## config.mk

```make
export PLATFORM = sky130hd
export DESIGN_NAME = afpc_output_ctrl
export DESIGN_NICKNAME = d
export VERILOG_FILES = /design/src/afpc_pkg.sv /design/src/afpc_skid_buffer.sv /design/src/afpc_output_ctrl.sv
export VERILOG_INCLUDE_DIRS = /design/src
export SDC_FILE = /design/constraint.sdc
export NUM_CORES = 1
export LEC_CHECK = 0
export BUFFER_PORTS_ARGS = -buffer_cell sky130_fd_sc_hd__buf_2
export CAP_MARGIN = 20
export CELL_PAD_IN_SITES_DETAIL_PLACEMENT = 0
export CELL_PAD_IN_SITES_GLOBAL_PLACEMENT = 1
export CORE_ASPECT_RATIO = 0.9
export CORE_UTILIZATION = 41
export CTS_CLUSTER_SIZE = 10
export DETAILED_ROUTE_END_ITERATION = 10
export PLACE_DENSITY = 0.76
export SETUP_SLACK_MARGIN = 0.02
export SYNTH_ARGS = -nofsm -noshare
export SYNTH_HDL_FRONTEND = slang
export SYNTH_SLANG_ARGS = --single-unit
export TNS_END_PERCENT = 10
```

## constraint.sdc

```tcl
create_clock -name mclk -period 3.4 [get_ports mclk]
set_input_delay 0.34 -clock mclk [delete_from_list [all_inputs] [get_ports mclk]]
set_output_delay 0.34 -clock mclk [all_outputs]
set_load 0.005 [all_outputs]
```

## src/afpc_defines.svh

```systemverilog
`ifndef AFPC_DEFINES_SVH
`define AFPC_DEFINES_SVH

`define AFPC_DATA_W        12
`define AFPC_FULL_SCALE    12'hfff
`define AFPC_MSB_POS       11
`define AFPC_CLK_MHZ       125
`define AFPC_NAP_WAKE_NS   1000
`define AFPC_NAP_WAKE_CYC  ((`AFPC_NAP_WAKE_NS * `AFPC_CLK_MHZ) / 1000)
`define AFPC_SLEEP_WAKE_US 1000
`define AFPC_SLEEP_WAKE_CYC (`AFPC_SLEEP_WAKE_US * `AFPC_CLK_MHZ)
`define AFPC_TRI_LOW       2'h0
`define AFPC_TRI_FLOAT     2'h1
`define AFPC_TRI_HIGH      2'h2

`endif

```

## src/afpc_pkg.sv

```systemverilog
`default_nettype none
package afpc_pkg;
  typedef enum logic [1:0] {
    AFPC_CODE_OFFSET = 2'h0,
    AFPC_CODE_TWOS   = 2'h1,
    AFPC_CODE_GRAY   = 2'h2
  } afpc_coding_t;

  typedef enum logic [1:0] {
    AFPC_STYLE_CMOS    = 2'h0,
    AFPC_STYLE_DIFF3MA = 2'h1,
    AFPC_STYLE_DIFF2MA = 2'h2
  } afpc_style_t;

  typedef enum logic [3:0] {
    AFPC_PWR_RUN   = 4'h1,
    AFPC_PWR_NAP   = 4'h2,
    AFPC_PWR_SLEEP = 4'h4,
    AFPC_PWR_WAKE  = 4'h8
  } afpc_pwr_t;
endpackage
`default_nettype wire

```

## src/afpc_skid_buffer.sv

```systemverilog
`timescale 1ns/1ns
`default_nettype none
`include "afpc_defines.svh"

module afpc_skid_buffer (
  input  wire logic                    mclk,
  input  wire logic                    rst,
  input  wire logic                    clkEn,
  input  wire logic                    inValid,
  output logic                         inReady,
  input  wire logic [`AFPC_DATA_W:0]   inData,
  output logic                         outValid,
  input  wire logic                    outReady,
  output logic      [`AFPC_DATA_W:0]   outData
);
  typedef struct packed {
    logic [1:0][`AFPC_DATA_W:0] mem;
    logic                       wrPtr;
    logic                       rdPtr;
    logic [1:0]                 count;
  } afpc_skid_state_t;

  afpc_skid_state_t st_r;
  afpc_skid_state_t st_nxt;
  logic             doWr;
  logic             doRd;

  assign inReady  = (st_r.count != 2'h2);
  assign outValid = (st_r.count != 2'h0);
  assign outData  = st_r.mem[st_r.rdPtr];
  assign doWr     = inValid && inReady;
  assign doRd     = outValid && outReady;

  always_comb begin
    st_nxt = st_r;
    if (doWr) begin
      st_nxt.mem[st_r.wrPtr] = inData;
      st_nxt.wrPtr = ~st_r.wrPtr;
    end
    if (doRd) begin
      st_nxt.rdPtr = ~st_r.rdPtr;
    end
    if (doWr && !doRd) begin
      st_nxt.count = st_r.count + 2'h1;
    end else if (doRd && !doWr) begin
      st_nxt.count = st_r.count - 2'h1;
    end
  end

  always_ff @(posedge mclk or posedge rst) begin
    if (rst) begin
      st_r <= '0;
    end else if (clkEn) begin
      st_r <= st_nxt;
    end
  end
endmodule
`default_nettype wire

```

## src/afpc_output_ctrl.sv

```systemverilog
// Summary of operation
// - in ddr mode drive only even data pins, odd pins stay disabled
// - ddr: clock low shows msb and odd bits, high shows lsb and even bits
// - style strap low cmos, float differential 3ma, high differential 2ma
// - serial-programmed output style overrides the style strap
// - over-range flag set when the output code reaches offset binary all ones
// - over-range code saturates at full scale, never wraps
// - over-range flag updated once per sample
// - nap wakes in about 1 us, sleep needs about 1 ms after wake
// - nap or sleep disables data, forwarded clock and over-range outputs
// - after power-on power strap picks run, sleep or nap
// - serial power state overrides strap, only for indexed converter
// - coding strap low offset binary, float two's complement, high gray
// - serial-programmed coding overrides the coding strap
// - offset binary maps most negative to zeros, most positive to ones
// - two's complement inverts only the msb of offset binary
// - gray keeps msb, other bits xor with next higher binary bit
// - over-range flag forced high while calibration reset is low
// - forwarded clock held low during calibration reset, resumes after
`timescale 1ns/1ns
`default_nettype none
`include "afpc_defines.svh"

module afpc_output_ctrl (
  input  wire logic                      mclk,
  input  wire logic                      rst,
  input  wire logic                      clkEn,
  input  wire logic                      sampleClk,
  input  wire logic                      sampleValid,
  output logic                           sampleReady,
  input  wire logic [`AFPC_DATA_W-1:0]   sampleRaw,
  input  wire logic                      sampleOverRange,
  input  wire logic                      calibrationResetN,
  input  wire logic                      calibrationDone,
  input  wire logic                      ddrMode,
  input  wire logic [1:0]                outputStyleStrap,
  input  wire logic [1:0]                powerStateStrap,
  input  wire logic [1:0]                outputCodingStrap,
  input  wire logic                      styleOverride,
  input  wire logic [1:0]                styleProgrammed,
  input  wire logic                      codingOverride,
  input  wire logic [1:0]                codingProgrammed,
  input  wire logic                      powerOverride,
  input  wire logic [1:0]                powerProgrammed,
  input  wire logic                      converterIndexed,
  output logic      [`AFPC_DATA_W-1:0]   sampleData,
  output logic      [`AFPC_DATA_W-1:0]   sampleDataOe,
  output logic                           forwardedSampleClock,
  output logic                           forwardedSampleClockOe,
  output logic                           overRange,
  output logic                           overRangeOe,
  output logic      [1:0]                outputStyle,
  output logic      [1:0]                outputCoding,
  output logic      [3:0]                powerState,
  output logic                           powerReady
);
  localparam int SLEEP_CYC = `AFPC_SLEEP_WAKE_CYC;
  localparam int NAP_CYC   = `AFPC_NAP_WAKE_CYC;

  typedef struct packed {
    logic [2:0]               clkSync;
    logic [2:0]               rstSync;
    logic                     clkLvl;
    logic                     calLvl;
    logic                     calDone;
    logic                     strapTaken;
    logic [1:0]               pwrStrapLat;
    logic [2:0][5:0]          strapSync;
    logic [5:0]               strapLvl;
    logic [1:0]               strapAge;
    afpc_pkg::afpc_pwr_t      pwr;
    afpc_pkg::afpc_pwr_t      pwrTarget;
    logic [16:0]              wakeCnt;
    logic [`AFPC_DATA_W-1:0]  word;
    logic                     orFlag;
    logic                     fwdClk;
    logic [`AFPC_DATA_W-1:0]  pins;
  } afpc_state_t;

  afpc_state_t st_r;
  afpc_state_t st_nxt;

  logic                        bufInReady;
  logic                        bufOutValid;
  logic                        bufOutReady;
  logic [`AFPC_DATA_W:0]       bufOutData;
  logic [`AFPC_DATA_W:0]       bufInData;
  logic [`AFPC_DATA_W-1:0]     coded;
  logic                        codedOr;
  logic [`AFPC_DATA_W-1:0]     satBin;
  logic [`AFPC_DATA_W-1:0]     ddrLow;
  logic [`AFPC_DATA_W-1:0]     ddrHigh;
  logic                        clkRise;
  logic                        clkFall;
  logic                        clkStable;
  logic                        calStable;
  logic                        active;
  afpc_pkg::afpc_pwr_t         pwrReq;
  logic [1:0]                  pwrSel;
  logic [5:0]                  strapRaw;
  logic [5:0]                  strapStable;

  // saturate, flag and code one sample together
  assign codedOr = sampleOverRange || (sampleRaw == `AFPC_FULL_SCALE);
  assign satBin  = sampleOverRange ? `AFPC_FULL_SCALE : sampleRaw;

  always_comb begin
    unique case (outputCoding)
      afpc_pkg::AFPC_CODE_TWOS: coded = satBin ^ 12'h800;
      afpc_pkg::AFPC_CODE_GRAY: coded = satBin ^ (satBin >> 1);
      default:                  coded = satBin;
    endcase
  end

  assign bufInData = {codedOr, coded};

  afpc_skid_buffer u_buf (
    .mclk     (mclk),
    .rst      (rst),
    .clkEn    (clkEn),
    .inValid  (sampleValid),
    .inReady  (bufInReady),
    .inData   (bufInData),
    .outValid (bufOutValid),
    .outReady (bufOutReady),
    .outData  (bufOutData)
  );
  assign sampleReady = bufInReady;

  // strap pins are asynchronous: each bit counts once flops two and three agree
  assign strapRaw = {outputCodingStrap, powerStateStrap, outputStyleStrap};
  genvar b;
  generate
    for (b = 0; b < 6; b = b + 1) begin : g_strap
      assign strapStable[b] = (st_r.strapSync[1][b] == st_r.strapSync[2][b]);
    end
  endgenerate

  // style and coding: programmed value wins over strap
  assign outputStyle  = styleOverride ? styleProgrammed : st_r.strapLvl[1:0];
  assign outputCoding = codingOverride ? codingProgrammed : st_r.strapLvl[5:4];

  // the ddr pin images, bit pairs interleaved onto even pins
  genvar g;
  generate
    for (g = 0; g < `AFPC_DATA_W; g = g + 2) begin : g_ddr
      assign ddrLow[g]    = st_r.word[g+1];
      assign ddrHigh[g]   = st_r.word[g];
      assign ddrLow[g+1]  = 1'b0;
      assign ddrHigh[g+1] = 1'b0;
    end
  endgenerate

  assign clkStable = (st_r.clkSync[1] == st_r.clkSync[2]);
  assign calStable = (st_r.rstSync[1] == st_r.rstSync[2]);
  assign clkRise   = clkStable && st_r.clkSync[2] && !st_r.clkLvl;
  assign clkFall   = clkStable && !st_r.clkSync[2] && st_r.clkLvl;
  assign active    = (st_r.pwr == afpc_pkg::AFPC_PWR_RUN);
  assign bufOutReady = clkRise && active;

  assign pwrSel = (powerOverride && converterIndexed) ? powerProgrammed
                                                      : st_r.pwrStrapLat;
  always_comb begin
    unique case (pwrSel)
      `AFPC_TRI_FLOAT: pwrReq = afpc_pkg::AFPC_PWR_SLEEP;
      `AFPC_TRI_HIGH:  pwrReq = afpc_pkg::AFPC_PWR_NAP;
      default:         pwrReq = afpc_pkg::AFPC_PWR_RUN;
    endcase
  end

  always_comb begin
    st_nxt = st_r;
    st_nxt.clkSync = {st_r.clkSync[1:0], sampleClk};
    st_nxt.rstSync = {st_r.rstSync[1:0], calibrationResetN};
    if (clkStable) begin
      st_nxt.clkLvl = st_r.clkSync[2];
    end
    if (calStable) begin
      st_nxt.calLvl = st_r.rstSync[2];
    end
    st_nxt.strapSync = {st_r.strapSync[1:0], strapRaw};
    st_nxt.strapLvl  = (st_r.strapLvl & ~strapStable) | (st_r.strapSync[2] & strapStable);
    // power strap taken once, after the synchroniser has filled
    if (!st_r.strapTaken) begin
      if (st_r.strapAge == 2'h3) begin
        st_nxt.strapTaken  = 1'b1;
        st_nxt.pwrStrapLat = st_nxt.strapLvl[3:2];
      end else begin
        st_nxt.strapAge = st_r.strapAge + 2'h1;
      end
    end
    if (!st_r.calLvl) begin
      st_nxt.calDone = 1'b0;
    end else if (calibrationDone) begin
      st_nxt.calDone = 1'b1;
    end
    unique case (st_r.pwr)
      afpc_pkg::AFPC_PWR_RUN: begin
        if (st_r.strapTaken && pwrReq != afpc_pkg::AFPC_PWR_RUN) begin
          st_nxt.pwr = pwrReq;
        end
      end
      afpc_pkg::AFPC_PWR_NAP, afpc_pkg::AFPC_PWR_SLEEP: begin
        if (pwrReq != st_r.pwr) begin
          st_nxt.pwr       = afpc_pkg::AFPC_PWR_WAKE;
          st_nxt.pwrTarget = pwrReq;
          st_nxt.wakeCnt   = (st_r.pwr == afpc_pkg::AFPC_PWR_SLEEP)
                             ? 17'(SLEEP_CYC - 1) : 17'(NAP_CYC - 1);
        end
      end
      afpc_pkg::AFPC_PWR_WAKE: begin
        if (st_r.wakeCnt == 17'h0) begin
          st_nxt.pwr = st_r.pwrTarget;
        end else begin
          st_nxt.wakeCnt = st_r.wakeCnt - 17'h1;
        end
      end
    endcase
    if (!st_r.calLvl) begin
      st_nxt.fwdClk = 1'b0;
    end else if (clkRise) begin
      st_nxt.fwdClk = 1'b1;
    end else if (clkFall) begin
      st_nxt.fwdClk = 1'b0;
    end
    if (bufOutReady && bufOutValid) begin
      st_nxt.word   = bufOutData[`AFPC_DATA_W-1:0];
      st_nxt.orFlag = bufOutData[`AFPC_DATA_W];
    end
    if (ddrMode) begin
      st_nxt.pins = st_nxt.fwdClk ? ddrHigh : ddrLow;
    end else begin
      st_nxt.pins = st_r.word;
    end
  end

  always_ff @(posedge mclk or posedge rst) begin
    if (rst) begin
      st_r <= '{clkSync: 3'h0, rstSync: 3'h0, clkLvl: 1'b0, calLvl: 1'b0,
                calDone: 1'b0, strapTaken: 1'b0, pwrStrapLat: 2'h0,
                strapSync: 18'h0, strapLvl: 6'h0, strapAge: 2'h0,
                pwr: afpc_pkg::AFPC_PWR_RUN, pwrTarget: afpc_pkg::AFPC_PWR_RUN,
                wakeCnt: 17'h0, word: 12'h000, orFlag: 1'b0, fwdClk: 1'b0,
                pins: 12'h000};
    end else if (clkEn) begin
      st_r <= st_nxt;
    end
  end

  assign sampleData   = st_r.pins;
  assign sampleDataOe = !active ? 12'h000 : (ddrMode ? 12'h555 : 12'hfff);
  assign forwardedSampleClock   = st_r.fwdClk;
  assign forwardedSampleClockOe = active;
  assign overRange   = !st_r.calDone || st_r.orFlag;
  assign overRangeOe = active;
  assign powerState  = st_r.pwr;
  assign powerReady  = active;
endmodule
`default_nettype wire

```

== Word-level counts from Yosys, hierarchy flattened ==
Cells that the tools add are included.
Operators by class
  add/subtract/negate cells: 4
  magnitude comparators: 3
  eq/ne operators: 26
  multiplexer cells: 31
  bitwise gates (word level): 10
  reduce and logical (&&, ||, !) cells: 35
Operators with widths (count)
  two-way mux 12 bit: 4
  two-way mux 13 bit: 3
  two-way mux 17 bit: 2
  case mux 17 bit (2 select lines): 1
  bitwise mux 26 bit: 1
  two-way mux 25 bit: 1
  case mux 12 bit (2 select lines): 1
  zero test 17 bit: 1
  subtractor 17 x 1 -> 17 bit (second input constant): 1
  demux 13 bit (select 1 bit): 1
  bitwise AND 6 bit: 2
  == test 12 bit (second input constant): 1
  logical AND 1 bit: 12
  case mux 4 bit (3 select lines): 1
  AND reduction 2 bit: 6
  XOR 12 x 11 -> 12 bit: 1
  two-way mux 11 bit: 1
  two-way mux 2 bit: 5
  != test 2 bit (second input constant): 5
  AND reduction 3 bit: 3
  == test 1 bit: 8
  two-way mux 4 bit: 2
  AND reduction 4 bit: 2
  == test 2 bit (second input constant): 3
  22 further kinds: 41
Word-level totals
  bits in registers: 119
  input port bits: 37
  output and inout bits: 38
  word-level logic and storage cells: 133

== Depth between registers and ports, before layout ==
Gate-level depths: netlist of the first run.
  word-level depth: 9
  depth in mapped cells: 10
  gate-level depth less buffers: 9

== Modules after synthesis ==
From an unflattened synthesis of the first run, not the netlist that was laid out.
Unflattened totals
  cells, all modules: 570
  area, all modules: 6211.0 µm²
By module, submodules not included
  afpc_output_ctrl: times used 1, cells an instance 480, area each 4797.1 µm², sequential area each 2204.6 µm²
  afpc_skid_buffer: times used 1, cells an instance 90, area each 1413.9 µm², sequential area each 750.7 µm²

== Least setup slack after synthesis of the first run ==
No wires, ideal clock.
  path type: input -> register
  from: in powerOverride
  to: reg st_r[32] in the netlist's numbering
  library setup time: 0.121 ns
  data arrival time: 2.361 ns
  data required time: 3.279 ns
  setup slack: 0.918 ns
  stages: 8
  path buffers: 0
  path through: nand2_1 mux2_2 ha_1 xor2_1 or4_1 a32oi_2 o21ba_1 o22a_1
Between the ends
  cells in the longest elaborated chain, start to end: 7
  elaborated cells on any way between the ends: 8
  classes of those cells: 4 x eq/ne; 2 x mux; 2 x reduce/logical
RTL lines
  start, declared: line afpc_output_ctrl.sv:43  | input wire logic powerOverride,
  logical AND 1 bit (*): line afpc_output_ctrl.sv:161  | assign pwrSel = (powerOverride && converterIndexed) ? powerProgrammed
  two-way mux 2 bit (*): line afpc_output_ctrl.sv:161
  == test 2 bit / == test 2 x 1 -> 1 bit (equally long branches): line afpc_output_ctrl.sv:164  | unique case (pwrSel)
  case mux 3 bit (2 select lines) (*): line afpc_output_ctrl.sv:164
  named net pwrReq[0]: line afpc_output_ctrl.sv:98  | afpc_pkg::afpc_pwr_t pwrReq;
  != test 4 bit (*): line afpc_output_ctrl.sv:204  | if (pwrReq != st_r.pwr) begin
  != test 2 bit (no line) (*)
  AND reduction 4 bit (no line) (*)
  end signal, assigned: line afpc_output_ctrl.sv:239  | st_r <= '{clkSync: 3'h0, rstSync: 3'h0, clkLvl: 1'b0, calLvl: 1'b0,
  end signal, assigned: line afpc_output_ctrl.sv:246  | st_r <= st_nxt;
  end, declared: line afpc_output_ctrl.sv:80  | afpc_state_t st_r;
Mark *: on every way through the listed nets, which the timed path passes. The rest lies on a longest branch.
A chain may end at the register's enable or synchronous reset.

== Worst setup path after layout of the first run ==
  from: reg st_r[78] in the netlist's numbering
  to: reg st_r[32] in the netlist's numbering
Between the ends
  cells in the longest elaborated chain, start to end: 6
  elaborated cells on any way between the ends: 7
  classes of those cells: 4 x eq/ne; 2 x mux; 1 x reduce/logical
RTL lines (line)
  two-way mux 2 bit (*): afpc_output_ctrl.sv:161
  == test 2 bit / == test 2 x 1 -> 1 bit (equally long branches): afpc_output_ctrl.sv:164
  case mux 3 bit (2 select lines) (*): afpc_output_ctrl.sv:164
  named net pwrReq[0]: afpc_output_ctrl.sv:98
  != test 4 bit (*): afpc_output_ctrl.sv:204
  != test 2 bit (no line) (*)
  AND reduction 4 bit (no line) (*)
Marked as above.

==> summary.md, run 1 <==
| Metric | Value |
|---|---|
| Status | `complete, no violations` |
| Seq. cell area | `2955 um2` |
| Port bufs | `74` |
| CTS tree | `done` |
| Routed Antenna Nets | `0` |
| Ys Warns | `0` |
| Gate count of the mapped netlist | `584` |
| Final Slew Violations | `0` |
| Leading area contributor after synthesis | `dfrtp_1` |
| Cell Rows | `41` |
| # DRC | `0` |
| Largest family of logic cells by synthesized area | `multiplexers` |
| Kind of critical path | `reg2reg` |
| Antenna diodes | `0` |
| Share of Yosys cell area claimed by the top area cell type | `48.12%` |
| Clock slew at reported path FFs | `50 ps` |
| # IOs | `75` |
| Top Usage Layer GRT | `met2` |
| Final Critical Period | `2630 ps` |
| Post-synthesis compound-gate area fraction | `12.42%` |
| Wirelength per Cell | `15.14 um` |
| Average cell area after synthesis | `10.33 um2` |
| Xor and xnor fraction of the mapped netlist area | `2.178%` |
| Synth unique cells | `54` |
| Largest net degree at the start of global routing | `47` |
| Routing usage on met1 | `25.36%` |
| #FFs+latches synth | `118` |
| Hold_buf cts | `0` |
| Vias per inst | `5.239` |
| Final hold vios | `0` |
| Async SR Flop Fraction | `100.0%` |
| Met3 usage | `4.636%` |
| Most frequent cells after synthesis | `dfrtp_1, nor2_1, mux2_2, a21oi_1, o21ai_0` |
| Worst skew pair latency | `410 ps` |
| Layout area overhead | `14.85%` |
| Initial antenna violation count | `0` |
| Data required, critical path | `3690 ps` |
| Hold WC Path Type | `in2async` |
| Total clock sinks | `118` |
| RSZ-0062 raised after global routing | `no` |
| DP Wirelength | `8.629 mm` |
| Setup TNS | `0 ps` |
| Relative slew slack | `38.96%` |
| Core area | `14210 um2` |
| Drt pass-1 iters | `4` |
| Die height | `117.1 um` |
| Endpoints failing setup | `0` |
| Final hold slack | `68.05 ps` |
| Leakage power figure | `3.154 nW` |
| Tcrit/Tclk final | `77.36%` |
| Data arrival, critical path | `2920 ps` |
| CP Launch Type | `flop` |
| Starting DRT DRC Count | `264` |
| Setup Skew | `12.10 ps` |
| # Max-Cap Violations | `0` |
| Syn_nets | `630` |
| Via total after detailed routing | `4338` |
| Top_reg_cell synth | `dfrtp_1` |
| Die area | `15200 um2` |
| Vias in the first global route | `4229` |
| Fmax | `380.2 MHz` |
| Worst VDD drop | `426.8 uV` |
| Cells along the critical path | `mux2_2 > ha_1 > xor2_1 > or4_1 > a32oi_2 > buf_4 > o21ba_1 > o22a_1` |
| TritonCTS buffer count | `17` |
| Adder-cell area share of the yosys netlist | `1.867%` |
| Post-Synth Simple-Gate Area | `12.47%` |
| Setup Fix Bufs, Post-CTS | `0` |
| Top-count cell post-synth | `dfrtp_1` |
| Grt ovf | `0` |
| Pwr per Cell Area | `873.6 nW/um2` |
| Detailed Route WL | `12.53 mm` |
| Post_cts resized | `0` |
| Nets | `670` |
| RD Place Congestion | `0.8098` |
| Initial core utilization | `42.45%` |
| Crit Path Max Fanout | `24` |
| Root buffer cell | `clkbuf_16` |
| DIE WIDTH | `129.9 um` |
| Max Root-Sink Buffers | `2` |
| Total GRT Usage | `18.13%` |
| Crit. End Element | `flop` |
| Slew @ Worst Pin | `915.7 ps` |
| Layout cells sized above 1 | `27.24%` |
| Final instance area | `6928 um2` |
| Slowest cell on the critical path | `or4_1` |
| Global routing usage on met2 | `27.24%` |
| H-tree depth | `4` |
| Synth area leaders | `dfrtp_1, mux2_2, mux2i_1, nor2_1, buf_4` |
| Post-synthesis cell area | `6032 um2` |
| Final Power | `6.052 mW` |
| Fin util | `48.75%` |
| Sequential share of the synthesized area | `48.99%` |
| Critical Path Max Stage Delay | `500 ps` |
| Placed instance area | `6350 um2` |
| Multi-input logic area | `2631 um2` |
| Mux contribution to synthesized area | `14.69%` |
| Fill cells | `1335` |
| First-pass GRT wire length | `21.03 mm` |
| Number of synthesized flops with an enable pin | `0` |
layer usage:
metal,share of wire (%),wire length (um),vias up
met5,0,0,-
met4,1.4,175,0
met1,49,6193,2106
met3,4.4,556,11
li1,-,-,2111
met2,45,5608,110
logic make-up (layout without fill, tap and decap cells):
kind of cell               Yosys count  in the layout
buffers and inverters               83            134
muxes                               82             82
adders and majority gates            9              9
xor gates and xnor gates            15             15
and+or+nand+nor                    152            152
AOI/OAI and AO/OA                  125            125
DFF                                118            118
final timing paths:
| check | from | endpoint | slack (ps) | cells after the start |
|---|---|---|---|---|
| hold reg to reg | u_buf.st_r[28]$_DFFE_PP0P_ | u_buf.st_r[28]$_DFFE_PP0P_ | 480 | 2 |
| setup / recovery | st_r[78]$_DFFE_PP0P_ | st_r[32]$_DFFE_PP0P_ | 770 | 8 |
| setup reg to reg | st_r[78]$_DFFE_PP0P_ | st_r[32]$_DFFE_PP0P_ | 770 | 8 |
| max in group asynchronous | rst | ddrHigh[6]$_DFFE_PP0P_ | 2340 | 3 |
| hold / removal | rst | st_r[76]$_DFFE_PP0P_ | 70 | 2 |
| min in group mclk | outputCodingStrap[1] | st_nxt[70]$_DFFE_PP0P_ | 160 | 2 |
area by class of cell:
cell class	count	share of cell area, %
clock buffers	27	7.405
clock inverters	3	0.9391
inverters	24	1.355
multi-input cells	383	37.98
flip-flops and latches	118	42.66
well taps	193	3.486
repair buffers	80	6.177
power breakdown:
part	total (mW)	internal [mW]	switching, mW
clock	1.75	1.17	0.586
sequential	2.40	1.95	0.450
combinational	1.90	0.903	1.00
total	6.05	4.02	2.04
critical path, delay by kind of cell (launching register included):
| kind | cells | cell delay [ps] |
|---|---|---|
| xor gates and xnor gates | 1 | 190 |
| AOI/OAI and AO/OA | 3 | 560 |
| buffers and inverters | 1 | 270 |
| DFF | 1 | 380 |
| muxes | 1 | 280 |
| adders and majority gates | 1 | 340 |
| and+or+nand+nor | 1 | 500 |
placed cells by master, fill, tap and decap left out, drive strengths merged, types with 3 or more instances in the layout:
cell type / n
nor4: 6
buf: 80
nor3: 16
o2bb2ai: 7
xor2: 9
dfrtp: 116
or4: 5
inv: 23
clkbuf: 27
o21ai: 41
and2: 3
nand3: 3
nand4: 5
a21oi: 45
mux2: 52
mux2i: 30
a31oi: 3
nor2: 66
o22ai: 12
nand2: 30
ha: 9
o22a: 3
nor4b: 4
xnor2: 6
o31ai: 4
nand2b: 5
state kept, by name (all words and copies together), names as in the netlist, named ones only:
name	cells
u_buf.st_r	30
ddrLow	6
powerState	4
sampleData	12
forwardedSampleClock	1
ddrHigh	6
st_nxt	16
st_r	39
through the flow:
stage / cells / worst slack [ps]
6_report: 828 / 769.9
5_1_grt: 828 / 658.2
4_1_cts: 828 / 778.1
3_5_place_dp: 798 / 555.0
3_3_place_gp: 798 / 590.4
2_1_floorplan: 584 / 917.6
Power figures use the tool's default switching activity.
==> inputs of run 2 (changes only) <==
--- a/config.mk
+++ b/config.mk
@@ -11,10 +11,10 @@
 export CELL_PAD_IN_SITES_DETAIL_PLACEMENT = 0
 export CELL_PAD_IN_SITES_GLOBAL_PLACEMENT = 1
 export CORE_ASPECT_RATIO = 0.9
-export CORE_UTILIZATION = 41
+export CORE_UTILIZATION = 46
 export CTS_CLUSTER_SIZE = 10
 export DETAILED_ROUTE_END_ITERATION = 10
-export PLACE_DENSITY = 0.76
+export PLACE_DENSITY = 0.8
 export SETUP_SLACK_MARGIN = 0.02
 export SYNTH_ARGS = -nofsm -noshare
 export SYNTH_HDL_FRONTEND = slang
==> constraint.sdc (replaced) <==
create_clock -name mclk -period 2.5 [get_ports mclk]
set_input_delay 0.25 -clock mclk [delete_from_list [all_inputs] [get_ports mclk]]
set_output_delay 0.25 -clock mclk [all_outputs]
set_load 0.005 [all_outputs]
==> run 2 against run 1 <==
Worst setup slack got worse by 700 ps. Fmax is 8.3% higher. First-iteration DRC count is 19% higher. Sequential power rose by 36%. Hold slack worse by 50 ps. Highest routed layer unchanged. Final cell count shrank 1.7%. Count of clock-buffer cells in the layout down 2.
==> summary.md, run 2 (synthesis gave the netlist of run 1 again) <==
| Metric | Value |
|---|---|
| Kind of critical path | `reg2reg` |
| Starting DRT DRC Count | `315 (+19%)` |
| Total GRT Usage | `19.90% (+1.8 points)` |
| Leakage power figure | `3.270 nW (+3.7%)` |
| Wirelength per Cell | `15.64 um (+3.4%)` |
| Crit Path Max Fanout | `6 (-75%)` |
| Finished Layout Cells | `814 (-1.7%)` |
| Max Root-Sink Buffers | `2 (unchanged)` |
| Final Critical Period | `2429 ps (-201.3 ps)` |
| Layout cells sized above 1 | `30.31% (+3.1 points)` |
| TritonCTS buffer count | `17 (unchanged)` |
| Most frequent cells in the layout | `dfrtp_1, buf_2, nor2_1` |
| Largest net degree at the start of global routing | `119 (+150%)` |
| Core area | `12740 um2 (-10%)` |
| Max FFs per register | `39 (unchanged)` |
| Inst Count DP | `780 (-2.3%)` |
| Initial core utilization | `47.36% (+4.9 points)` |
| Status | `complete, no violations` |
| CP Launch Type | `flop` |
| Antenna diodes | `0 (unchanged)` |
| Final hold vios | `0 (unchanged)` |
| Die height | `110.6 um (-5.5%)` |
| Port bufs | `74 (unchanged)` |
| Routed Antenna Nets | `0 (unchanged)` |
| Worst VDD drop | `559.0 uV (+31%)` |
| Biggest register | `st_r` |
| Vias per inst | `5.437 (+3.8%)` |
| Initial antenna violation count | `0 (unchanged)` |
| Seq. cell area | `2955 um2 (unchanged)` |
| Total clock sinks | `118 (unchanged)` |
| Endpoints failing setup | `0 (unchanged)` |
| Hold WC Path Type | `in2async` |
| Layout area overhead | `19.04%` |
| First-pass GRT wire length | `20.98 mm (-0.26%)` |
| Fill cells | `1073 (-20%)` |
| # IOs | `75 (unchanged)` |
| # Max-Cap Violations | `0 (unchanged)` |
| Data required, critical path | `2800 ps (-890 ps)` |
| Data arrival, critical path | `2730 ps (-190 ps)` |
| Tcrit/Tclk final | `97.15% (+20 points)` |
| H-tree depth | `4 (unchanged)` |
| Crit. End Element | `flop` |
| Most common cell after layout, fill and taps aside | `dfrtp_1` |
| Drt pass-1 iters | `5 (+1)` |
| Clock slew at reported path FFs | `60 ps (about the same)` |
| Die area | `13580 um2 (-11%)` |
| # DRC | `0 (unchanged)` |
| RSZ-0062 raised after global routing | `yes` |
| Fin util | `56.38% (+7.6 points)` |
| Final Slew Violations | `0 (unchanged)` |
| DIE WIDTH | `122.7 um (-5.5%)` |
| Grt ovf | `0 (unchanged)` |
| Multi-input logic area | `2716 um2 (+3.2%)` |
| Nets | `683 (+1.9%)` |
| Root buffer cell | `clkbuf_16` |
| Slew @ Worst Pin | `815.1 ps (-100.5 ps)` |
| Dpl ws | `-101.5 ps (-656.5 ps)` |
| Cell Rows | `39 (-4.9%)` |
| Via total after detailed routing | `4426 (+2.0%)` |
| Vias in the first global route | `4226 (-0.071%)` |
| Fmax | `411.7 MHz (+8.3%)` |
| CTS tree | `done` |
| Setup Skew | `10.33 ps (-1.773 ps)` |
| RD Place Congestion | `0.8094 (about the same)` |
| Pwr per Cell Area | `1218 nW/um2 (+39%)` |
| Relative slew slack | `45.66% (+6.7 points)` |
| Worst skew pair latency | `410 ps (about the same)` |
| Final worst setup slack | `71.22 ps (-698.7 ps)` |
| Detailed Route WL | `12.74 mm (+1.6%)` |
| DP Wirelength | `8.411 mm (-2.5%)` |
## run 2: cell count changes in the layout (fill, tap and decap cells not counted), moves of 2 or more
cell,delta
bufinv_16,+2
ha_1,-2
buf_4,+10
clkbuf_16,+2
## run 2: report_power, final
group | switching [mW] | total (mW) | leakage, nW | internal, mW
clock | 0.846 | 2.62 | 0.308 | 1.78
sequential | 0.617 | 3.26 | 1.43 | 2.64
combinational | 1.43 | 2.87 | 1.53 | 1.44
total | 2.89 | 8.75 | 3.27 | 5.85
## run 2: timing repair
action,CTS,global route
hold buffers,0,0
gates resized for setup,0,13
setup endpoints to repair,0,10
buffers inserted,0,0
## run 2: final cells by class
| type | instances | area share [%] |
|---|---|---|
| sequential | 118 | 41.16 |
| multi-input combinational | 383 | 37.83 |
| timing repair buffer | 93 | 7.980 |
| clock buffer | 25 | 6.900 |
| tap | 164 | 2.858 |
| clock inverter | 7 | 1.969 |
| inverter | 24 | 1.307 |
## run 2: worst max-delay path, stage by stage (launching register included)
cell and delay [ps]:
dfrtp_1 380, mux2_4 280, ha_4 230, xor2_2 150, or4_4 500, a32oi_4 390
buf_12 170, nor2_4 30, o22a_1 180
## run 2: final timing paths
path / start / slack [ps] / endpoint / cells after the start
min reg2reg: u_buf.st_r[15]$_DFFE_PP0P_ / 480 / u_buf.st_r[15]$_DFFE_PP0P_ / 2
min in group mclk: outputStyleStrap[1] / 70 / st_nxt[66]$_DFFE_PP0P_ / 2
max in group asynchronous: rst / 2020 / u_buf.st_r[27]$_DFFE_PP0P_ / 3
max: st_r[78]$_DFFE_PP0P_ / 70 / st_r[28]$_DFFE_PP0P_ / 8
max reg2reg: st_r[78]$_DFFE_PP0P_ / 70 / st_r[28]$_DFFE_PP0P_ / 8
min: rst / 20 / st_nxt[70]$_DFFE_PP0P_ / 3
## run 2: per-stage QoR
step	power [mW]	instance area (um2)	TNS (ps)	hold slack (ps)
6_report	8.747	7181	0	18.38
5_1_grt	9.365	7181	-52.31	54.11
4_1_cts	8.643	7046	0	49.78
3_5_place_dp	5.979	6409	-382.4	470.9
3_3_place_gp	5.851	6409	-66.90	463.3
2_1_floorplan	5.302	6036	0	401.7
## run 2: per-layer routing
metal | GRT usage, % | vias to the layer above | part of all wire (%)
li1 | - | 2131 | -
met5 | 0 | - | 0
met1 | 27.93 | 2176 | 47
met3 | 5.630 | 10 | 4.8
met2 | 29.89 | 109 | 47
met4 | 5.610 | 0 | 0.85
==> inputs of run 3 (changes only) <==
--- a/config.mk
+++ b/config.mk
@@ -11,10 +11,10 @@
 export CELL_PAD_IN_SITES_DETAIL_PLACEMENT = 0
 export CELL_PAD_IN_SITES_GLOBAL_PLACEMENT = 1
 export CORE_ASPECT_RATIO = 0.9
-export CORE_UTILIZATION = 46
+export CORE_UTILIZATION = 49
 export CTS_CLUSTER_SIZE = 10
 export DETAILED_ROUTE_END_ITERATION = 10
-export PLACE_DENSITY = 0.8
+export PLACE_DENSITY = 0.85
 export SETUP_SLACK_MARGIN = 0.02
 export SYNTH_ARGS = -nofsm -noshare
 export SYNTH_HDL_FRONTEND = slang
==> constraint.sdc (replaced) <==
create_clock -name mclk -period 2.85 [get_ports mclk]
set_input_delay 0.285 -clock mclk [delete_from_list [all_inputs] [get_ports mclk]]
set_output_delay 0.285 -clock mclk [all_outputs]
set_load 0.005 [all_outputs]
==> run 3 against run 2 <==
Combinational power down 19%. Flip-flop and latch count unchanged. Routed wire length down 3.6%. Critical path type unchanged. Largest power group unchanged.
==> summary.md, run 3 (synthesis gave the netlist of run 1 again) <==
| Metric | Value |
|---|---|
| Fmax | `400.0 MHz (-2.9%)` |
| Most common cell after layout, fill and taps aside | `dfrtp_1` |
| Via total after detailed routing | `4365 (-1.4%)` |
| Antenna diodes | `0 (unchanged)` |
| Port bufs | `74 (unchanged)` |
| Layout area overhead | `15.54%` |
| Multi-input logic area | `2631 um2 (-3.1%)` |
| Max Root-Sink Buffers | `2 (unchanged)` |
| RD Place Congestion | `0.8318 (+2.8%)` |
| DP Wirelength | `8.472 mm (+0.73%)` |
| Final hold vios | `0 (unchanged)` |
| Clk network pwr share | `28.7% (-1.3 points)` |
| Setup TNS | `0 ps (unchanged)` |
| # IOs | `75 (unchanged)` |
| Switch Pwr | `2.479 mW (-14%)` |
| Final Slew Violations | `0 (unchanged)` |
| Status | `complete, no violations` |
| Clock slew at reported path FFs | `50 ps (about the same)` |
| Crit. path cell count | `8 (unchanged)` |
| Nets | `678 (-0.73%)` |
| Core area | `12030 um2 (-5.6%)` |
| Tcrit/Tclk final | `87.72% (-9.4 points)` |
| Critical Path Max Stage Delay | `490 ps (about the same)` |
| Max FFs per register | `39 (unchanged)` |
| Cells along the critical path | `mux2_2 > ha_1 > xor2_1 > or4_1 > a32oi_2 > buf_12 > nor2_1 > o22a_1` |
| Biggest register | `st_r` |
| Crit. End Element | `flop` |
| Worst VDD drop | `529.5 uV (-5.3%)` |
| Total clock sinks | `118 (unchanged)` |
| Data required, critical path | `3140 ps (+340 ps)` |
| Setup Fix Bufs, Post-CTS | `0 (unchanged)` |
| Largest net degree at the start of global routing | `59 (-50%)` |
| Final instance area | `6969 um2 (-2.9%)` |
| Fill cells | `1008 (-6.1%)` |
| TritonCTS buffer count | `17 (unchanged)` |
| Starting DRT DRC Count | `245 (-22%)` |
| Drt pass-1 iters | `4 (-1)` |
| Cells on Worst Hold Path | `2` |
| Layout cells sized above 1 | `28.68% (-1.6 points)` |
| H-tree depth | `4 (unchanged)` |
| Most frequent cells in the layout | `dfrtp_1, buf_2, nor2_1` |
| Pwr per Cell Area | `1040 nW/um2 (-15%)` |
| CTS tree | `done` |
| DIE WIDTH | `119.0 um (-3.1%)` |
| First-pass GRT wire length | `20.78 mm (-0.96%)` |
| Detailed Route WL | `12.28 mm (-3.6%)` |
| Seq. cell area | `2955 um2 (unchanged)` |
| Sw frac | `34.19% (+1.1 points)` |
| # Max-Cap Violations | `0 (unchanged)` |
| Grt ovf | `0 (unchanged)` |
| Setup Skew | `8.240 ps (-2.085 ps)` |
| Power share of the combinational group | `31.9% (-0.9 points)` |
| Hold_buf cts | `1 (+1)` |
| Leakage power figure | `3.187 nW (-2.5%)` |
| CP Launch Type | `flop` |
| Post_cts resized | `0 (unchanged)` |
| Final hold slack | `108.6 ps (+90.23 ps)` |
| Worst skew pair latency | `400 ps (about the same)` |
| # DRC | `0 (unchanged)` |
| Total GRT Usage | `20.92% (+1.0 points)` |
| Fin util | `57.94% (+1.6 points)` |
| RSZ-0062 raised after global routing | `no` |
| Data arrival, critical path | `2790 ps (+60 ps)` |
| Cell Rows | `38 (-2.6%)` |
| Internal Pwr Total | `4.771 mW (-19%)` |
| R2R depth | `8 (unchanged)` |
| Vias per inst | `5.422 (-0.28%)` |
| Sequential power share | `39.4% (+2.1 points)` |
| Crit Path Max Fanout | `23 (+17)` |
| Kind of critical path | `reg2reg` |
| Initial antenna violation count | `0 (unchanged)` |
| Worst Path Buf+Inv | `1 (unchanged)` |
| Slowest cell on the critical path | `or4_1` |
| Wirelength per Cell | `15.25 um (-2.5%)` |
| Die area | `12760 um2 (-6.0%)` |
| Vias in the first global route | `4276 (+1.2%)` |
| Die height | `107.3 um (-3.1%)` |
| Endpoints failing setup | `0 (unchanged)` |
| Relative slew slack | `45.37% (-0.29 points)` |
| Hold WC Path Type | `in2reg` |
| CP delay by family, top | `simple AND/OR/NAND/NOR gates` |
| Placed instance area | `6374 um2 (-0.55%)` |
| Slew @ Worst Pin | `819.5 ps (+4.340 ps)` |
| Initial core utilization | `50.15% (+2.8 points)` |
| Routed Antenna Nets | `0 (unchanged)` |
| Final Critical Period | `2500 ps (+71.32 ps)` |
| Root buffer cell | `clkbuf_16` |
[run 3: changes by cell type in the layout (fill, tap and decap cells not counted), sizes merged]
cell	previous run	this run
clkinv	2	3
dlygate4sd3	0	1
clkbuf	27	21
bufinv	4	2
inv	23	24
buf	91	87
clkinvlp	2	6
[run 3: final timing paths]
kind	startpoint	endpoint	slack [ps]
setup / recovery	st_r[78]$_DFFE_PP0P_	st_r[28]$_DFFE_PP0P_	350
hold / removal	powerStateStrap[1]	st_nxt[68]$_DFFE_PP0P_	110
setup reg to reg	st_r[78]$_DFFE_PP0P_	st_r[28]$_DFFE_PP0P_	350
hold reg to reg	st_r[78]$_DFFE_PP0P_	st_r[78]$_DFFE_PP0P_	480
max in group asynchronous	rst	powerState[0]$_DFFE_PP1P_	1940
min in group asynchronous	rst	st_nxt[76]$_DFFE_PP0P_	310
[run 3: power groups by stage]
stage	combinational (mW)	sequential, mW	clock, mW
detailed placement	2.32	2.87	0
floorplan	1.99	2.66	0
CTS	2.34	2.85	2.11
finish	2.32	2.86	2.08
global placement	2.24	2.84	0
global route	2.61	2.94	2.20
[run 3: metal layers]
metal  global-route usage, %  vias to the layer above  share of wire [%]
li1                        -                     2124                  -
met1                   28.57                     2155                 48
met2                   33.21                       80                 47
met3                   5.085                        6                3.8
met4                   6.058                        0               0.71
met5                       0                        -                  0
[run 3: layout make-up]
cell class / count / area share, %
well taps: 160 / 2.873
clock inverters: 11 / 1.795
multi-input cells: 383 / 37.76
inverters: 24 / 1.346
repair buffers: 88 / 7.217
flip-flops and latches: 118 / 42.41
clock buffers: 21 / 6.607
[run 3: per-stage QoR]
stage / setup WS, ps / total power [mW] / std cells
2_1_floorplan: 422.6 / 4.651 / 584
3_3_place_gp: 215.1 / 5.078 / 772
3_5_place_dp: 181.7 / 5.189 / 772
4_1_cts: 354.5 / 7.304 / 805
5_1_grt: 230.8 / 7.761 / 805
6_report: 349.9 / 7.250 / 805
